**config.mk**
```make
export PLATFORM = sky130hd
export DESIGN_NAME = pmi_top
export DESIGN_NICKNAME = d
export VERILOG_FILES = /design/src/pmi_pkg.sv /design/src/pmi_sync2.sv /design/src/pmi_step_timer.sv /design/src/pmi_top.sv
export SDC_FILE = /design/constraint.sdc
export NUM_CORES = 1
export LEC_CHECK = 0
export BUFFER_PORTS_ARGS = -buffer_cell sky130_fd_sc_hd__clkbuf_2
export CORE_MARGIN = 5
export CORE_UTILIZATION = 61
export DETAILED_ROUTE_END_ITERATION = 12
export HOLD_SLACK_MARGIN = 0.05
export PLACE_DENSITY = 0.8
export SLEW_MARGIN = 20
export SYNTH_ARGS = -nofsm -noshare
export SYNTH_HDL_FRONTEND = slang
export SYNTH_SLANG_ARGS = --single-unit
```
**constraint.sdc**
```tcl
create_clock -name clk -period 5.5 [get_ports clk]
set_input_delay 0 -clock clk [delete_from_list [all_inputs] [get_ports clk]]
set_output_delay 0 -clock clk [all_outputs]
set_load 0.02 [all_outputs]
```
**src/pmi_pkg.sv**
```systemverilog
// shared constants and types for the proximity measure and interrupt controller
package pmi_pkg;

  // ==========================================================================
  // timing: figures in their own units, cycle counts derived from the clock
  localparam int CLK_PERIOD_NS   = 5;
  localparam int PULSE_PERIOD_NS = 16000;
  localparam int PULSE_ON_NS     = 7200;
  localparam int STEP_TIME_NS    = 2730000;
  localparam int WAIT_STEP_NS    = 2730000;
  localparam int PULSE_PERIOD_CYC = PULSE_PERIOD_NS / CLK_PERIOD_NS;
  localparam int PULSE_ON_CYC     = PULSE_ON_NS / CLK_PERIOD_NS;
  localparam int STEP_CYC_DEF     = STEP_TIME_NS / CLK_PERIOD_NS;
  localparam int WAIT_CYC_DEF     = WAIT_STEP_NS / CLK_PERIOD_NS;
  localparam int STEP_CNT_W       = 20;
  localparam logic [9:0] STEP_MAX_COUNT = 10'h3ff;

  // ==========================================================================
  // register byte offsets
  localparam logic [5:0] OFS_ENABLE    = 6'h00;
  localparam logic [5:0] OFS_CONV_STEP = 6'h04;
  localparam logic [5:0] OFS_WAIT_STEP = 6'h08;
  localparam logic [5:0] OFS_LOW_THR   = 6'h0c;
  localparam logic [5:0] OFS_HIGH_THR  = 6'h10;
  localparam logic [5:0] OFS_PERSIST   = 6'h14;
  localparam logic [5:0] OFS_LED_CFG   = 6'h18;
  localparam logic [5:0] OFS_OFFSET    = 6'h1c;
  localparam logic [5:0] OFS_STATUS    = 6'h20;
  localparam logic [5:0] OFS_DATA      = 6'h24;
  localparam logic [5:0] OFS_COMMAND   = 6'h28;
  localparam logic [5:0] OFS_EV_STATUS = 6'h2c;
  localparam logic [5:0] OFS_EV_MASK   = 6'h30;

  // ==========================================================================
  // field positions and reset values
  localparam int LED_DRIVE_LSB = 8;
  localparam int CMD_CLEAR_BIT = 0;
  localparam int STAT_VALID    = 0;
  localparam int STAT_IRQ      = 1;
  localparam int STAT_SAT      = 2;
  localparam int EV_DONE       = 0;
  localparam int EV_FIRE       = 1;
  localparam int EV_SAT        = 2;
  localparam logic [7:0] CONV_STEP_RST = 8'hff;
  localparam logic [7:0] WAIT_STEP_RST = 8'hff;
  localparam logic [7:0] PULSE_CNT_RST = 8'h01;

  // enable register, bit 0 is power_on_bit
  typedef struct packed {
    logic sleep_after_irq;
    logic prox_irq_output_enable;
    logic wait_enable;
    logic prox_function_enable;
    logic power_on_bit;
  } pmi_ctrl_t;

  typedef struct packed {
    logic [1:0] led_drive_level;
    logic [7:0] led_pulse_count;
  } pmi_led_t;

  typedef enum logic [2:0] {
    ST_SLEEP = 3'b000,
    ST_IDLE  = 3'b001,
    ST_PULSE = 3'b010,
    ST_CONV  = 3'b011,
    ST_EVAL  = 3'b100,
    ST_WAIT  = 3'b101
  } pmi_state_t;

endpackage

```
**src/pmi_sync2.sv**
```systemverilog
// two-flop synchroniser for signals from outside the clock domain
`timescale 1ns/10ps
module pmi_sync2
  import pmi_pkg::*;
#(
  parameter int W = 1
) (
  input  wire logic         clk,
  input  wire logic         sys_rst,
  input  wire logic         ce,
  input  wire logic [W-1:0] async_in,
  output logic      [W-1:0] sync_out
);

  logic [W-1:0] meta_reg;

  // ==========================================================================
  // first stage feeds only the second
  always_ff @(posedge clk)
  begin
    if (sys_rst)
    begin
      meta_reg <= '0;
      sync_out <= '0;
    end
    else if (ce)
    begin
      meta_reg <= async_in;
      sync_out <= meta_reg;
    end
  end

endmodule

```
**src/pmi_step_timer.sv**
```systemverilog
// counts a number of fixed-length steps, pulsing at each step end
`timescale 1ns/10ps
module pmi_step_timer
  import pmi_pkg::*;
#(
  parameter int STEP_CYC = STEP_CYC_DEF
) (
  input  wire logic       clk,
  input  wire logic       sys_rst,
  input  wire logic       ce,
  input  wire logic       start,
  input  wire logic [8:0] steps,
  output logic            step_tick,
  output logic            done
);

  logic [STEP_CNT_W-1:0] cyc_reg;
  logic [8:0]            left_reg;
  logic                  busy_reg;
  wire                   step_end = busy_reg && (cyc_reg == STEP_CNT_W'(STEP_CYC - 1));

  // ==========================================================================
  // start restarts the count; a step of zero steps is not possible (min 1)
  always_ff @(posedge clk)
  begin
    if (sys_rst)
    begin
      cyc_reg   <= '0;
      left_reg  <= '0;
      busy_reg  <= 1'b0;
      step_tick <= 1'b0;
      done      <= 1'b0;
    end
    else if (ce)
    begin
      step_tick <= step_end;
      done      <= step_end && (left_reg == 9'h001);
      if (start)
      begin
        cyc_reg  <= '0;
        left_reg <= steps;
        busy_reg <= 1'b1;
      end
      else if (step_end)
      begin
        cyc_reg  <= '0;
        left_reg <= left_reg - 9'h001;
        busy_reg <= (left_reg != 9'h001);
      end
      else if (busy_reg)
        cyc_reg <= cyc_reg + STEP_CNT_W'(1);
    end
  end

endmodule

```
**src/pmi_top.sv**
```systemverilog
// proximity measure sequencer, threshold interrupt and register slave
//
// Chosen here: the address map and the Avalon-MM interface to the registers.
`timescale 1ns/10ps
module pmi_top
  import pmi_pkg::*;
#(
  parameter int STEP_CYC = STEP_CYC_DEF,
  parameter int WAIT_CYC = WAIT_CYC_DEF
) (
  input  wire logic        clk,
  input  wire logic        sys_rst,
  input  wire logic        ce,
  input  wire logic [5:0]  avs_address,
  input  wire logic        avs_read,
  input  wire logic        avs_write,
  input  wire logic [31:0] avs_writedata,
  output logic      [31:0] avs_readdata,
  output logic             avs_waitrequest,
  output logic             irq,
  input  wire logic        bus_scl,
  input  wire logic        bus_sda,
  input  wire logic [9:0]  afe_step_count,
  input  wire logic        afe_saturated,
  output logic             led_sink_driver_pin,
  output logic      [1:0]  led_drive_level,
  output logic             int_pin_out,
  output logic             int_pin_oe
);

  // ==========================================================================
  // registers and state
  pmi_ctrl_t   ctrl_reg;
  pmi_led_t    led_reg;
  pmi_state_t  state_reg;
  logic [7:0]  conv_step_reg;
  logic [7:0]  wait_step_reg;
  logic [15:0] low_thr_reg;
  logic [15:0] high_thr_reg;
  logic [3:0]  persist_reg;
  logic [8:0]  offset_reg;
  logic [15:0] data_reg;
  logic [15:0] acc_reg;
  logic [3:0]  out_cnt_reg;
  logic [11:0] phase_reg;
  logic [7:0]  pulses_left_reg;
  logic        prox_irq_reg;
  logic        prox_saturation_flag_reg;
  logic        valid_reg;
  logic [2:0]  ev_reg;
  logic [2:0]  mask_reg;
  logic        ack_reg;
  logic        sda_d_reg;

  // ==========================================================================
  // synchronisers for pins and the analog front end
  logic [1:0] bus_s;
  logic [10:0] afe_s;

  pmi_sync2 #(.W(2)) u_bus_sync (
    .clk      (clk),
    .sys_rst  (sys_rst),
    .ce       (ce),
    .async_in ({bus_scl, bus_sda}),
    .sync_out (bus_s)
  );

  pmi_sync2 #(.W(11)) u_afe_sync (
    .clk      (clk),
    .sys_rst  (sys_rst),
    .ce       (ce),
    .async_in ({afe_saturated, afe_step_count}),
    .sync_out (afe_s)
  );

  // ==========================================================================
  // bus decode; each request gets one wait cycle, answered on the second
  wire        req      = (avs_read || avs_write) && !ack_reg;
  wire        wr_take  = avs_write && ack_reg;
  wire        wr_cmd   = wr_take && (avs_address == OFS_COMMAND);
  wire        clr_cmd  = wr_cmd && avs_writedata[CMD_CLEAR_BIT];
  wire        wr_ev    = wr_take && (avs_address == OFS_EV_STATUS);
  wire [2:0]  w1c      = wr_ev ? avs_writedata[2:0] : 3'b000;
  wire        start_c  = bus_s[1] && sda_d_reg && !bus_s[0];
  wire        wake     = start_c || req;

  // ==========================================================================
  // timers for conversion steps and wait steps
  wire        conv_go  = (state_reg == ST_PULSE) && (pulses_left_reg == 8'h00);
  wire [8:0]  conv_n   = 9'h100 - {1'b0, conv_step_reg};
  wire [8:0]  wait_n   = 9'h100 - {1'b0, wait_step_reg};
  logic       conv_tick;
  logic       conv_done;
  logic       wait_done;
  logic       wait_go;

  pmi_step_timer #(.STEP_CYC(STEP_CYC)) u_conv_timer (
    .clk       (clk),
    .sys_rst   (sys_rst),
    .ce        (ce),
    .start     (conv_go),
    .steps     (conv_n),
    .step_tick (conv_tick),
    .done      (conv_done)
  );

  pmi_step_timer #(.STEP_CYC(WAIT_CYC)) u_wait_timer (
    .clk       (clk),
    .sys_rst   (sys_rst),
    .ce        (ce),
    .start     (wait_go),
    .steps     (wait_n),
    .step_tick (),
    .done      (wait_done)
  );

  // ==========================================================================
  // result, window and persistence
  wire signed [17:0] sum_w   = $signed({2'b00, acc_reg}) + $signed({{9{offset_reg[8]}},
                                offset_reg});
  wire [15:0] result_w  = sum_w[17] ? 16'h0000 : (sum_w[16] ? 16'hffff : sum_w[15:0]);
  wire        below_w   = result_w < low_thr_reg;
  wire        above_w   = (low_thr_reg <= high_thr_reg) && (result_w > high_thr_reg);
  wire        outside_w = below_w || above_w;
  wire [4:0]  cnt_inc   = {1'b0, out_cnt_reg} + 5'h01;
  wire        eval      = (state_reg == ST_EVAL);
  wire        fire      = eval && outside_w && (cnt_inc >= {1'b0, persist_reg});
  wire [16:0] acc_sum   = {1'b0, acc_reg} + {7'h00, afe_s[9:0]};
  wire        sat_evt   = (state_reg == ST_PULSE) && afe_s[10];
  wire        led_on    = (state_reg == ST_PULSE) && (pulses_left_reg != 8'h00)
                          && (phase_reg < 12'(PULSE_ON_CYC));
  wire        phase_end = phase_reg == 12'(PULSE_PERIOD_CYC - 1);
  assign wait_go = eval && !(fire && ctrl_reg.sleep_after_irq) && ctrl_reg.wait_enable;

  // ==========================================================================
  // next state of the sequencer
  pmi_state_t state_next;
  always_comb
  begin
    state_next = state_reg;
    unique case (state_reg)
      ST_SLEEP: if (wake) state_next = ST_IDLE;
      ST_IDLE:
        if (!ctrl_reg.power_on_bit) state_next = ST_SLEEP;
        else if (ctrl_reg.prox_function_enable) state_next = ST_PULSE;
      ST_PULSE: if (conv_go) state_next = ST_CONV;
      ST_CONV:  if (conv_done) state_next = ST_EVAL;
      ST_EVAL:
        if (fire && ctrl_reg.sleep_after_irq) state_next = ST_SLEEP;
        else if (ctrl_reg.wait_enable) state_next = ST_WAIT;
        else state_next = ST_IDLE;
      ST_WAIT:  if (wait_done) state_next = ST_IDLE;
      default:  state_next = ST_SLEEP;
    endcase
  end

  // ==========================================================================
  // read data selection; unmapped offsets read zero
  wire [31:0] rd_w =
    (avs_address == OFS_ENABLE)    ? {27'h0, ctrl_reg} :
    (avs_address == OFS_CONV_STEP) ? {24'h0, conv_step_reg} :
    (avs_address == OFS_WAIT_STEP) ? {24'h0, wait_step_reg} :
    (avs_address == OFS_LOW_THR)   ? {16'h0, low_thr_reg} :
    (avs_address == OFS_HIGH_THR)  ? {16'h0, high_thr_reg} :
    (avs_address == OFS_PERSIST)   ? {28'h0, persist_reg} :
    (avs_address == OFS_LED_CFG)   ? {22'h0, led_reg} :
    (avs_address == OFS_OFFSET)    ? {23'h0, offset_reg} :
    (avs_address == OFS_STATUS)    ? {26'h0, state_reg, prox_saturation_flag_reg,
                                      prox_irq_reg, valid_reg} :
    (avs_address == OFS_DATA)      ? {16'h0, data_reg} :
    (avs_address == OFS_EV_STATUS) ? {29'h0, ev_reg} :
    (avs_address == OFS_EV_MASK)   ? {29'h0, mask_reg} : 32'h0000_0000;

  // ==========================================================================
  // bus handshake; waitrequest drops in the cycle after the request appears
  always_ff @(posedge clk)
  begin
    if (sys_rst)
    begin
      ack_reg         <= 1'b0;
      avs_waitrequest <= 1'b1;
      avs_readdata    <= 32'h0000_0000;
    end
    else if (ce)
    begin
      ack_reg         <= req;
      avs_waitrequest <= !req;
      if (req && avs_read)
        avs_readdata <= rd_w;
    end
  end

  // ==========================================================================
  // software-written configuration
  always_ff @(posedge clk)
  begin
    if (sys_rst)
    begin
      ctrl_reg      <= '0;
      conv_step_reg <= CONV_STEP_RST;
      wait_step_reg <= WAIT_STEP_RST;
      low_thr_reg   <= 16'h0000;
      high_thr_reg  <= 16'h0000;
      persist_reg   <= 4'h0;
      led_reg       <= '{led_drive_level: 2'b00, led_pulse_count: PULSE_CNT_RST};
      offset_reg    <= 9'h000;
      mask_reg      <= 3'b000;
    end
    else if (ce && wr_take)
    begin
      unique case (avs_address)
        OFS_ENABLE:    ctrl_reg      <= pmi_ctrl_t'(avs_writedata[4:0]);
        OFS_CONV_STEP: conv_step_reg <= avs_writedata[7:0];
        OFS_WAIT_STEP: wait_step_reg <= avs_writedata[7:0];
        OFS_LOW_THR:   low_thr_reg   <= avs_writedata[15:0];
        OFS_HIGH_THR:  high_thr_reg  <= avs_writedata[15:0];
        OFS_PERSIST:   persist_reg   <= avs_writedata[3:0];
        OFS_LED_CFG:   led_reg       <= pmi_led_t'(avs_writedata[9:0]);
        OFS_OFFSET:    offset_reg    <= avs_writedata[8:0];
        OFS_EV_MASK:   mask_reg      <= avs_writedata[2:0];
        default:       mask_reg      <= mask_reg;
      endcase
    end
  end

  // ==========================================================================
  // sequencer, LED burst and accumulation
  always_ff @(posedge clk)
  begin
    if (sys_rst)
    begin
      state_reg       <= ST_SLEEP;
      phase_reg       <= 12'h000;
      pulses_left_reg <= 8'h00;
      acc_reg         <= 16'h0000;
      sda_d_reg       <= 1'b0;
    end
    else if (ce)
    begin
      state_reg <= state_next;
      sda_d_reg <= bus_s[0];
      if (state_reg == ST_IDLE)
      begin
        pulses_left_reg <= led_reg.led_pulse_count;
        phase_reg       <= 12'h000;
        acc_reg         <= 16'h0000;
      end
      else if (state_reg == ST_PULSE && pulses_left_reg != 8'h00)
      begin
        phase_reg <= phase_end ? 12'h000 : phase_reg + 12'h001;
        if (phase_end)
          pulses_left_reg <= pulses_left_reg - 8'h01;
      end
      else if (state_reg == ST_CONV && conv_tick)
        acc_reg <= acc_sum[16] ? 16'hffff : acc_sum[15:0];
    end
  end

  // ==========================================================================
  // result, flags and persistence; a set in the clearing cycle wins
  always_ff @(posedge clk)
  begin
    if (sys_rst)
    begin
      data_reg                 <= 16'h0000;
      out_cnt_reg              <= 4'h0;
      prox_irq_reg             <= 1'b0;
      prox_saturation_flag_reg <= 1'b0;
      valid_reg                <= 1'b0;
    end
    else if (ce)
    begin
      if (eval)
      begin
        data_reg    <= result_w;
        out_cnt_reg <= !outside_w ? 4'h0 : (cnt_inc[4] ? 4'hf : cnt_inc[3:0]);
      end
      prox_irq_reg <= fire || (prox_irq_reg && !clr_cmd);
      prox_saturation_flag_reg <= sat_evt || (prox_saturation_flag_reg && !clr_cmd);
      valid_reg <= ctrl_reg.prox_function_enable && (valid_reg || eval);
    end
  end

  // ==========================================================================
  // sticky events, mask, interrupt line and pins; all outputs from flops
  wire [2:0] ev_set  = {sat_evt, fire, eval};
  wire [2:0] ev_next = ev_set | (ev_reg & ~w1c);

  always_ff @(posedge clk)
  begin
    if (sys_rst)
    begin
      ev_reg              <= 3'b000;
      irq                 <= 1'b0;
      led_sink_driver_pin <= 1'b0;
      led_drive_level     <= 2'b00;
      int_pin_out         <= 1'b0;
      int_pin_oe          <= 1'b0;
    end
    else if (ce)
    begin
      ev_reg              <= ev_next;
      irq                 <= |(ev_next & mask_reg);
      led_sink_driver_pin <= led_on;
      led_drive_level     <= led_reg.led_drive_level;
      int_pin_out         <= 1'b0;
      int_pin_oe          <= prox_irq_reg && ctrl_reg.prox_irq_output_enable;
    end
  end

  logic [8:0] rise_cnt;
  // burst length taken at idle and counted down per rise, so a mid-burst count write is harmless
  always_ff @(posedge clk)
  begin
    if (sys_rst || (ce && state_reg == ST_IDLE))
      rise_cnt <= {1'b0, led_reg.led_pulse_count};
    else if (ce && led_on && !led_sink_driver_pin)
      rise_cnt <= rise_cnt - 9'h001;
  end
endmodule

```
Yosys cells after proc, flatten, opt, wreduce, memory -nomap -nowiden

Index checks and enable logic that the tools add are counted.
Widths: inputs -> output; s select.

Output and inout port bits: 39
Register bits after elaboration: 273
Word-level logic and storage cells: 215

Reduce and logical (&&, ||, !) cells: 70
Magnitude comparators: 5
Mux-type cells: 50
Equal/unequal tests: 30
$add $sub $neg: 11
Bitwise logic cells: 4

Operators by type and width:

| kind                  | number |
|---|---|
| $mux 16               | 16 |
| $mux 20               | 6 |
| $add 20x1->20 const B | 2 |
| $eq 20x20->1 const B  | 2 |
| $mux 12               | 3 |
| $mux 9                | 4 |
| $mux 3                | 11 |
| $reduce_and 2->1      | 16 |
| $eq 6x6->1 const B    | 5 |
| $logic_and 1x1->1     | 28 |
| $eq 6x5->1 const B    | 4 |
| $mux 8                | 3 |
| $add 17x9->18         | 1 |
| $eq 9x1->1 const B    | 2 |
| $ne 9x1->1 const B    | 2 |
| $pmux 3 s6            | 1 |
| $sub 9x1->9 const B   | 2 |
| $sub 9x8->9 const A   | 2 |
| $add 16x10->17        | 1 |
| $gt 16x16->1          | 1 |
| $le 16x16->1          | 1 |
| $lt 16x16->1          | 1 |
| $add 12x1->12 const B | 1 |
| $eq 12x12->1 const B  | 1 |
| 28 further kinds      | 54 |

Depth between registers and ports, before layout

Depth after elaboration: 14
Mapped depth: 22
Depth with buffers taken out: 20

Hierarchy

From an unflattened synthesis, not the netlist that was laid out.

Cells, all modules: 1853
Area, all modules: 14869.3 µm²

By module, submodules not included:

| module                 | area an instance (µm²) | seq. area each (µm²) | instances | cells each |
|---|---|---|---|---|
| pmi_top                | 10448.8                | 3363.2               | 1         | 1379 |
| pmi_step_timer         | 1739.2                 | 640.6                | 2         | 195 |
| pmi_sync2 (u_afe_sync) | 802.0                  | 440.4                | 1         | 71 |
| pmi_sync2 (u_bus_sync) | 140.1                  | 80.1                 | 1         | 13 |

Least setup slack after synthesis

Ideal clock, no wire load.

Path kind: register -> register
Start: register offset_reg[8]
End: register u_wait_timer.cyc_reg[8]
Path buffers: 3
Arrival: 4.808 ns
Stages on the path, launching flop included: 20
Period minus slack after synthesis: 4.930 ns
Path slack: 0.570 ns
Library setup time: 0.122 ns
Data required time: 5.378 ns
Path through: dfxtp_1 -> ha_1 -> nand3_1 -> nor2_1 -> a211oi_2 -> o31ai_1 -> xnor2_1 -> clkbuf_1 -> o21a_1 -> ha_1 -> and4_1 -> a221o_1 -> a211oi_1 -> or3_1 -> o211a_1 -> buf_2 -> a211oi_4 -> or2_4 -> buf_6 -> a221o_1

Longest elaborated chain between the ends: 14

RTL lines:

| element                           | line                 | RTL |
|---|---|---|
| from (decl)                       | pmi_top.sv:41        | `logic [8:0] offset_reg;` |
| from (signal assigned)            | pmi_top.sv:219       | `OFS_OFFSET: offset_reg <= avs_writedata[8:0];` |
| $add 17x9->18 *                   | pmi_top.sv:119       | `wire signed [17:0] sum_w = $signed({2'b00, acc_reg}) + $signed({{9{offset_reg[8]}},` |
| $mux 16                           | pmi_top.sv:121       | `wire [15:0] result_w = sum_w[17] ? 16'h0000 : (sum_w[16] ? 16'hffff : sum_w[15:0]);` |
| $mux 16 *                         | pmi_top.sv:121       |  |
| via result_w[10]                  | pmi_top.sv:121       |  |
| $gt 16x16->1                      | pmi_top.sv:123       | `wire above_w = (low_thr_reg <= high_thr_reg) && (result_w > high_thr_reg);` |
| $logic_and 1x1->1                 | pmi_top.sv:123       |  |
| $logic_or 1x1->1 *                | pmi_top.sv:124       | `wire outside_w = below_w \|\| above_w;` |
| $logic_and 1x1->1 * (2 in series) | pmi_top.sv:127       | `wire fire = eval && outside_w && (cnt_inc >= {1'b0, persist_reg});` |
| $logic_and 1x1->1 *               | pmi_top.sv:133       | `assign wait_go = eval && !(fire && ctrl_reg.sleep_after_irq) && ctrl_reg.wait_enable;` |
| $logic_not 1->1 *                 | pmi_top.sv:133       |  |
| $logic_and 1x1->1 * (2 in series) | pmi_top.sv:133       |  |
| $reduce_bool 3->1 (no line)       | -                    |  |
| $reduce_and 2->1 (no line)        | -                    |  |
| to (signal assigned)              | pmi_step_timer.sv:51 | `cyc_reg <= cyc_reg + STEP_CNT_W'(1);` |
| to (decl)                         | pmi_step_timer.sv:17 | `logic [STEP_CNT_W-1:0] cyc_reg;` |

The timed path passes the listed nets; every way through them passes the cells marked *.
A chain may end at the register's enable or synchronous reset.

Final worst setup path

Start: register offset_reg[8]
End: register u_wait_timer.cyc_reg[11]

Same word-level chain as after synthesis.

==> impl_metrics.toml <==
[route]
antenna_left = 0
wl_met3_um = 3010
wl_met2_um = 19800
drt-pass1-iter-count = 6
routed_via_density = 6.24
via_count = 14100
wl_per_cell_um = 18.6
wl_met1_um = 17500
drc_errors = 0
drt_iter0_drc = 1435
wl_um = 42200
routed.top_layer = "met4"

[worst_setup_path]
critical_path_required_ns = 5.93
crit_slowest_cell = "o211a_1"
cp-start-kind = "flop"
crit_path_max_incr_delay_ns = 0.48
crit_buf_inv = 2
crit_chain = "ha_1 > nand3_1 > nor2_1 > a211oi_2 > buf_4 > o31ai_1 > xnor2_1 > buf_4 > o21a_1 > ha_1 > and4_1 > a221o_1 > a211oi_1 > or3_1 > o211a_1 > a211oi_4 > or2_4 > a221o_1"
worstSetupEndpointType = "flop"
path_class = "flop to flop"
crit_family = "compound AO/OA/AOI/OAI gates"
crit_path_max_fanout = 19
arrival_ns = 5.60

[die]
ios = 95
die_x_um = 165
num_rows = 56
die_h_um = 165
die_area_um2 = 27100
core_area_um2 = 23500
start_util_pct = 62.1

[timing]
min_period_ns = 5.16
rsz0062_at_grt = "false"
drv_slew = 0
setup_viol = 0
hold_viol = 0
relSlewSlack_pct = 30.7
final.setup.tns_ns = 0
finClkSkew_ns = 0.0112
period_share_pct = 93.9
worst_pin_slew_ns = 1.04
timing.fmax_mhz = 194

[clocking]
root_buffer = "clkbuf_16"
cts_tree = "built"
clockBufferDepth = 3
cts_sinks = 257
path_clk_slew_ns = 0.07
worstSkewPairLatency_ns = 0.54
cts_buffers = 27
htree_levels = 1

[placement]
gp_congestion = 0.968
dp_hpwl_um = 29400
io_buffers = 61
placed_cells = 2171

[layout]
layout-drive-gt1-share_pct = 8.68
final_cells = 2268
layout.nets = 2076
area_delta_synth_final_pct = 13.2

[synth]
avgSynthCellArea_um2 = 7.90
postSynth.asyncResetShare_pct = 0
synth_edf_count = 0
synthDistinctLibCells = 84
ys_seq_elements = 257
ys.flop_type = "dfxtp_1"
syn-cell-area_um2 = 14600
yosysWarnings = 0
syn_inst = 1849
yosysSeqAreaShare_pct = 35.2

[global_route]
grt_max_degree = 70
grt_usage_pct = 30.5
grt_pass1_vias = 13500
grt_overflow = 0
grt_pass1_wl_um = 67900
grt_antenna_before_repair = 1

[power_and_ir_drop]
p_int_uw = 3260
switching_share_pct = 24.0
p_switching_uw = 1030
powerDensity_nw_per_um2 = 260
power_frac_comb_pct = 8.1
vdd_drop_max_mv = 0.234
p_seq_share_pct = 44.5
power.share.clock_pct = 47.4
p_leak_uw = 0.00653

[run_status]
status = "finished, final reports clean"

[worst_hold_path]
hold_path.class = "input port to flop"

[job]
drv_cap = 0
power groups by stage:
stage          clock [uW]  combinational (uW)  sequential, uW
3_5_place_dp            0                 312            1950
5_1_grt              2130                 382            1910
6_report             2030                 349            1910
4_1_cts              2050                 339            1910
2_1_floorplan           0                 231            1940
3_3_place_gp            0                 304            1950
metal layers:
metal,vias up,GRT usage [%]
met5,-,0
met2,569,51.3
li1,6768,-
met3,141,4.72
met1,6669,39.0
met4,0,12.9
synthesized netlist by cell type, types with 11 or more instances:
master / number / area share, %
nand2_1: 281 / 7.2
dfxtp_1: 257 / 35
nor2_1: 181 / 4.7
a21oi_1: 178 / 6.1
nand3_1: 91 / 3.1
ha_1: 90 / 7.7
inv_1: 71 / 1.8
o21ai_0: 69 / 2.4
clkbuf_1: 57 / 1.5
mux2i_1: 47 / 3.2
nor3_1: 41 / 1.4
xnor2_1: 33 / 2.0
and3_1: 29 / 1.2
nand4_1: 23 / 0.98
xor2_1: 23 / 1.4
o21a_1: 22 / 1.1
a211oi_1: 21 / 1.1
a31oi_1: 20 / 0.86
a22oi_1: 19 / 0.98
a21o_1: 18 / 0.92
buf_4: 18 / 0.92
nor4_1: 16 / 0.69
a222oi_1: 15 / 1.0
o211ai_1: 13 / 0.67
or3_1: 13 / 0.56
and2_1: 12 / 0.51
a221o_1: 11 / 0.75
worst register-to-register path, delay by kind of cell (launching register included):
kind,cells,cell delay [ns]
AOI/OAI and AO/OA,8,2.26
and+or+nand+nor,5,1.21
adders and majority gates,2,0.64
buffers and inverters,2,0.41
DFF,1,0.40
xor gates and xnor gates,1,0.15
path summary, 6_finish.rpt:
check                           cells after the start                       start                                    end  slack [ns]
worst max-delay path                               18  offset_reg[8]$_SDFFE_PP0P_  u_wait_timer.cyc_reg[11]$_SDFFE_PP0P_        0.34
worst min-delay path                                5              avs_address[4]                 ev_reg[0]$_SDFFE_PP0P_         0.1
worst max register to register                     18  offset_reg[8]$_SDFFE_PP0P_  u_wait_timer.cyc_reg[11]$_SDFFE_PP0P_        0.34
worst min register to register                      2    data_reg[7]$_SDFFE_PP0P_               data_reg[7]$_SDFFE_PP0P_        0.46
layout make-up:
class	count	area, um2
fill	1910	7000
timing repair buffer	130	947
multi-input combinational	1440	8790
inverter	72	270
clock inverter	12	214
antenna	1	2.50
sequential	257	5150
tap	319	399
clock buffer	37	773
metrics by stage:
stage	power, uW	instance area [um2]	utilization (%)	setup slack (ns)	hold WS (ns)
floorplan	2170	14700	-	0.570	0.124
global placement	2250	15100	64.0	0.401	0.236
detailed placement	2260	15100	64.0	0.269	0.243
CTS	4300	16500	70.1	0.244	0.0639
global route	4420	16500	70.2	0.00741	0.135
finish	4300	16500	70.2	0.335	0.0964
cells in the final DEF, fill, tap and decap left out, types with 10 or more instances in the layout:
cell and n:
nand2_1 281, dfxtp_1 256, nor2_1 181, a21oi_1 178, nand3_1 91, ha_1 88, inv_1 71, o21ai_0 69
clkbuf_2 59, mux2i_1 47, dlygate4sd3_1 46, nor3_1 39, xnor2_1 33, and3_1 29, clkbuf_16 27, buf_4 24
xor2_1 23, nand4_1 23, o21a_1 22, a211oi_1 21, a31oi_1 20, a22oi_1 19, a21o_1 18, conb_1 17
nor4_1 15, a222oi_1 15, o211ai_1 13, or3_1 13, and2_1 12, a221o_1 11, nand2b_1 10
repair_timing:
item | in CTS | in global routing
hold buffers | 46 | 0
buffers inserted | 0 | 1
resized for setup | 0 | 4
endpoints found under the hold margin | 154 | 0
setup endpoints to repair | 0 | 19
kinds of logic (layout without fill, tap and decap cells):
kind of cell	count (synthesis)	count (layout)	share of synthesized area (%)
AND/OR/NAND/NOR	754	754	23.8
XOR/XNOR	56	56	3.36
other	1	18	0.0257
multiplexers	48	48	3.30
adder cells (fa/ha/maj)	92	92	7.98
flip-flops	257	257	35.2
AO/OA/AOI/OAI	473	473	21.1
buffers and inverters	168	251	5.25
(Power assumes the default switching activity.)
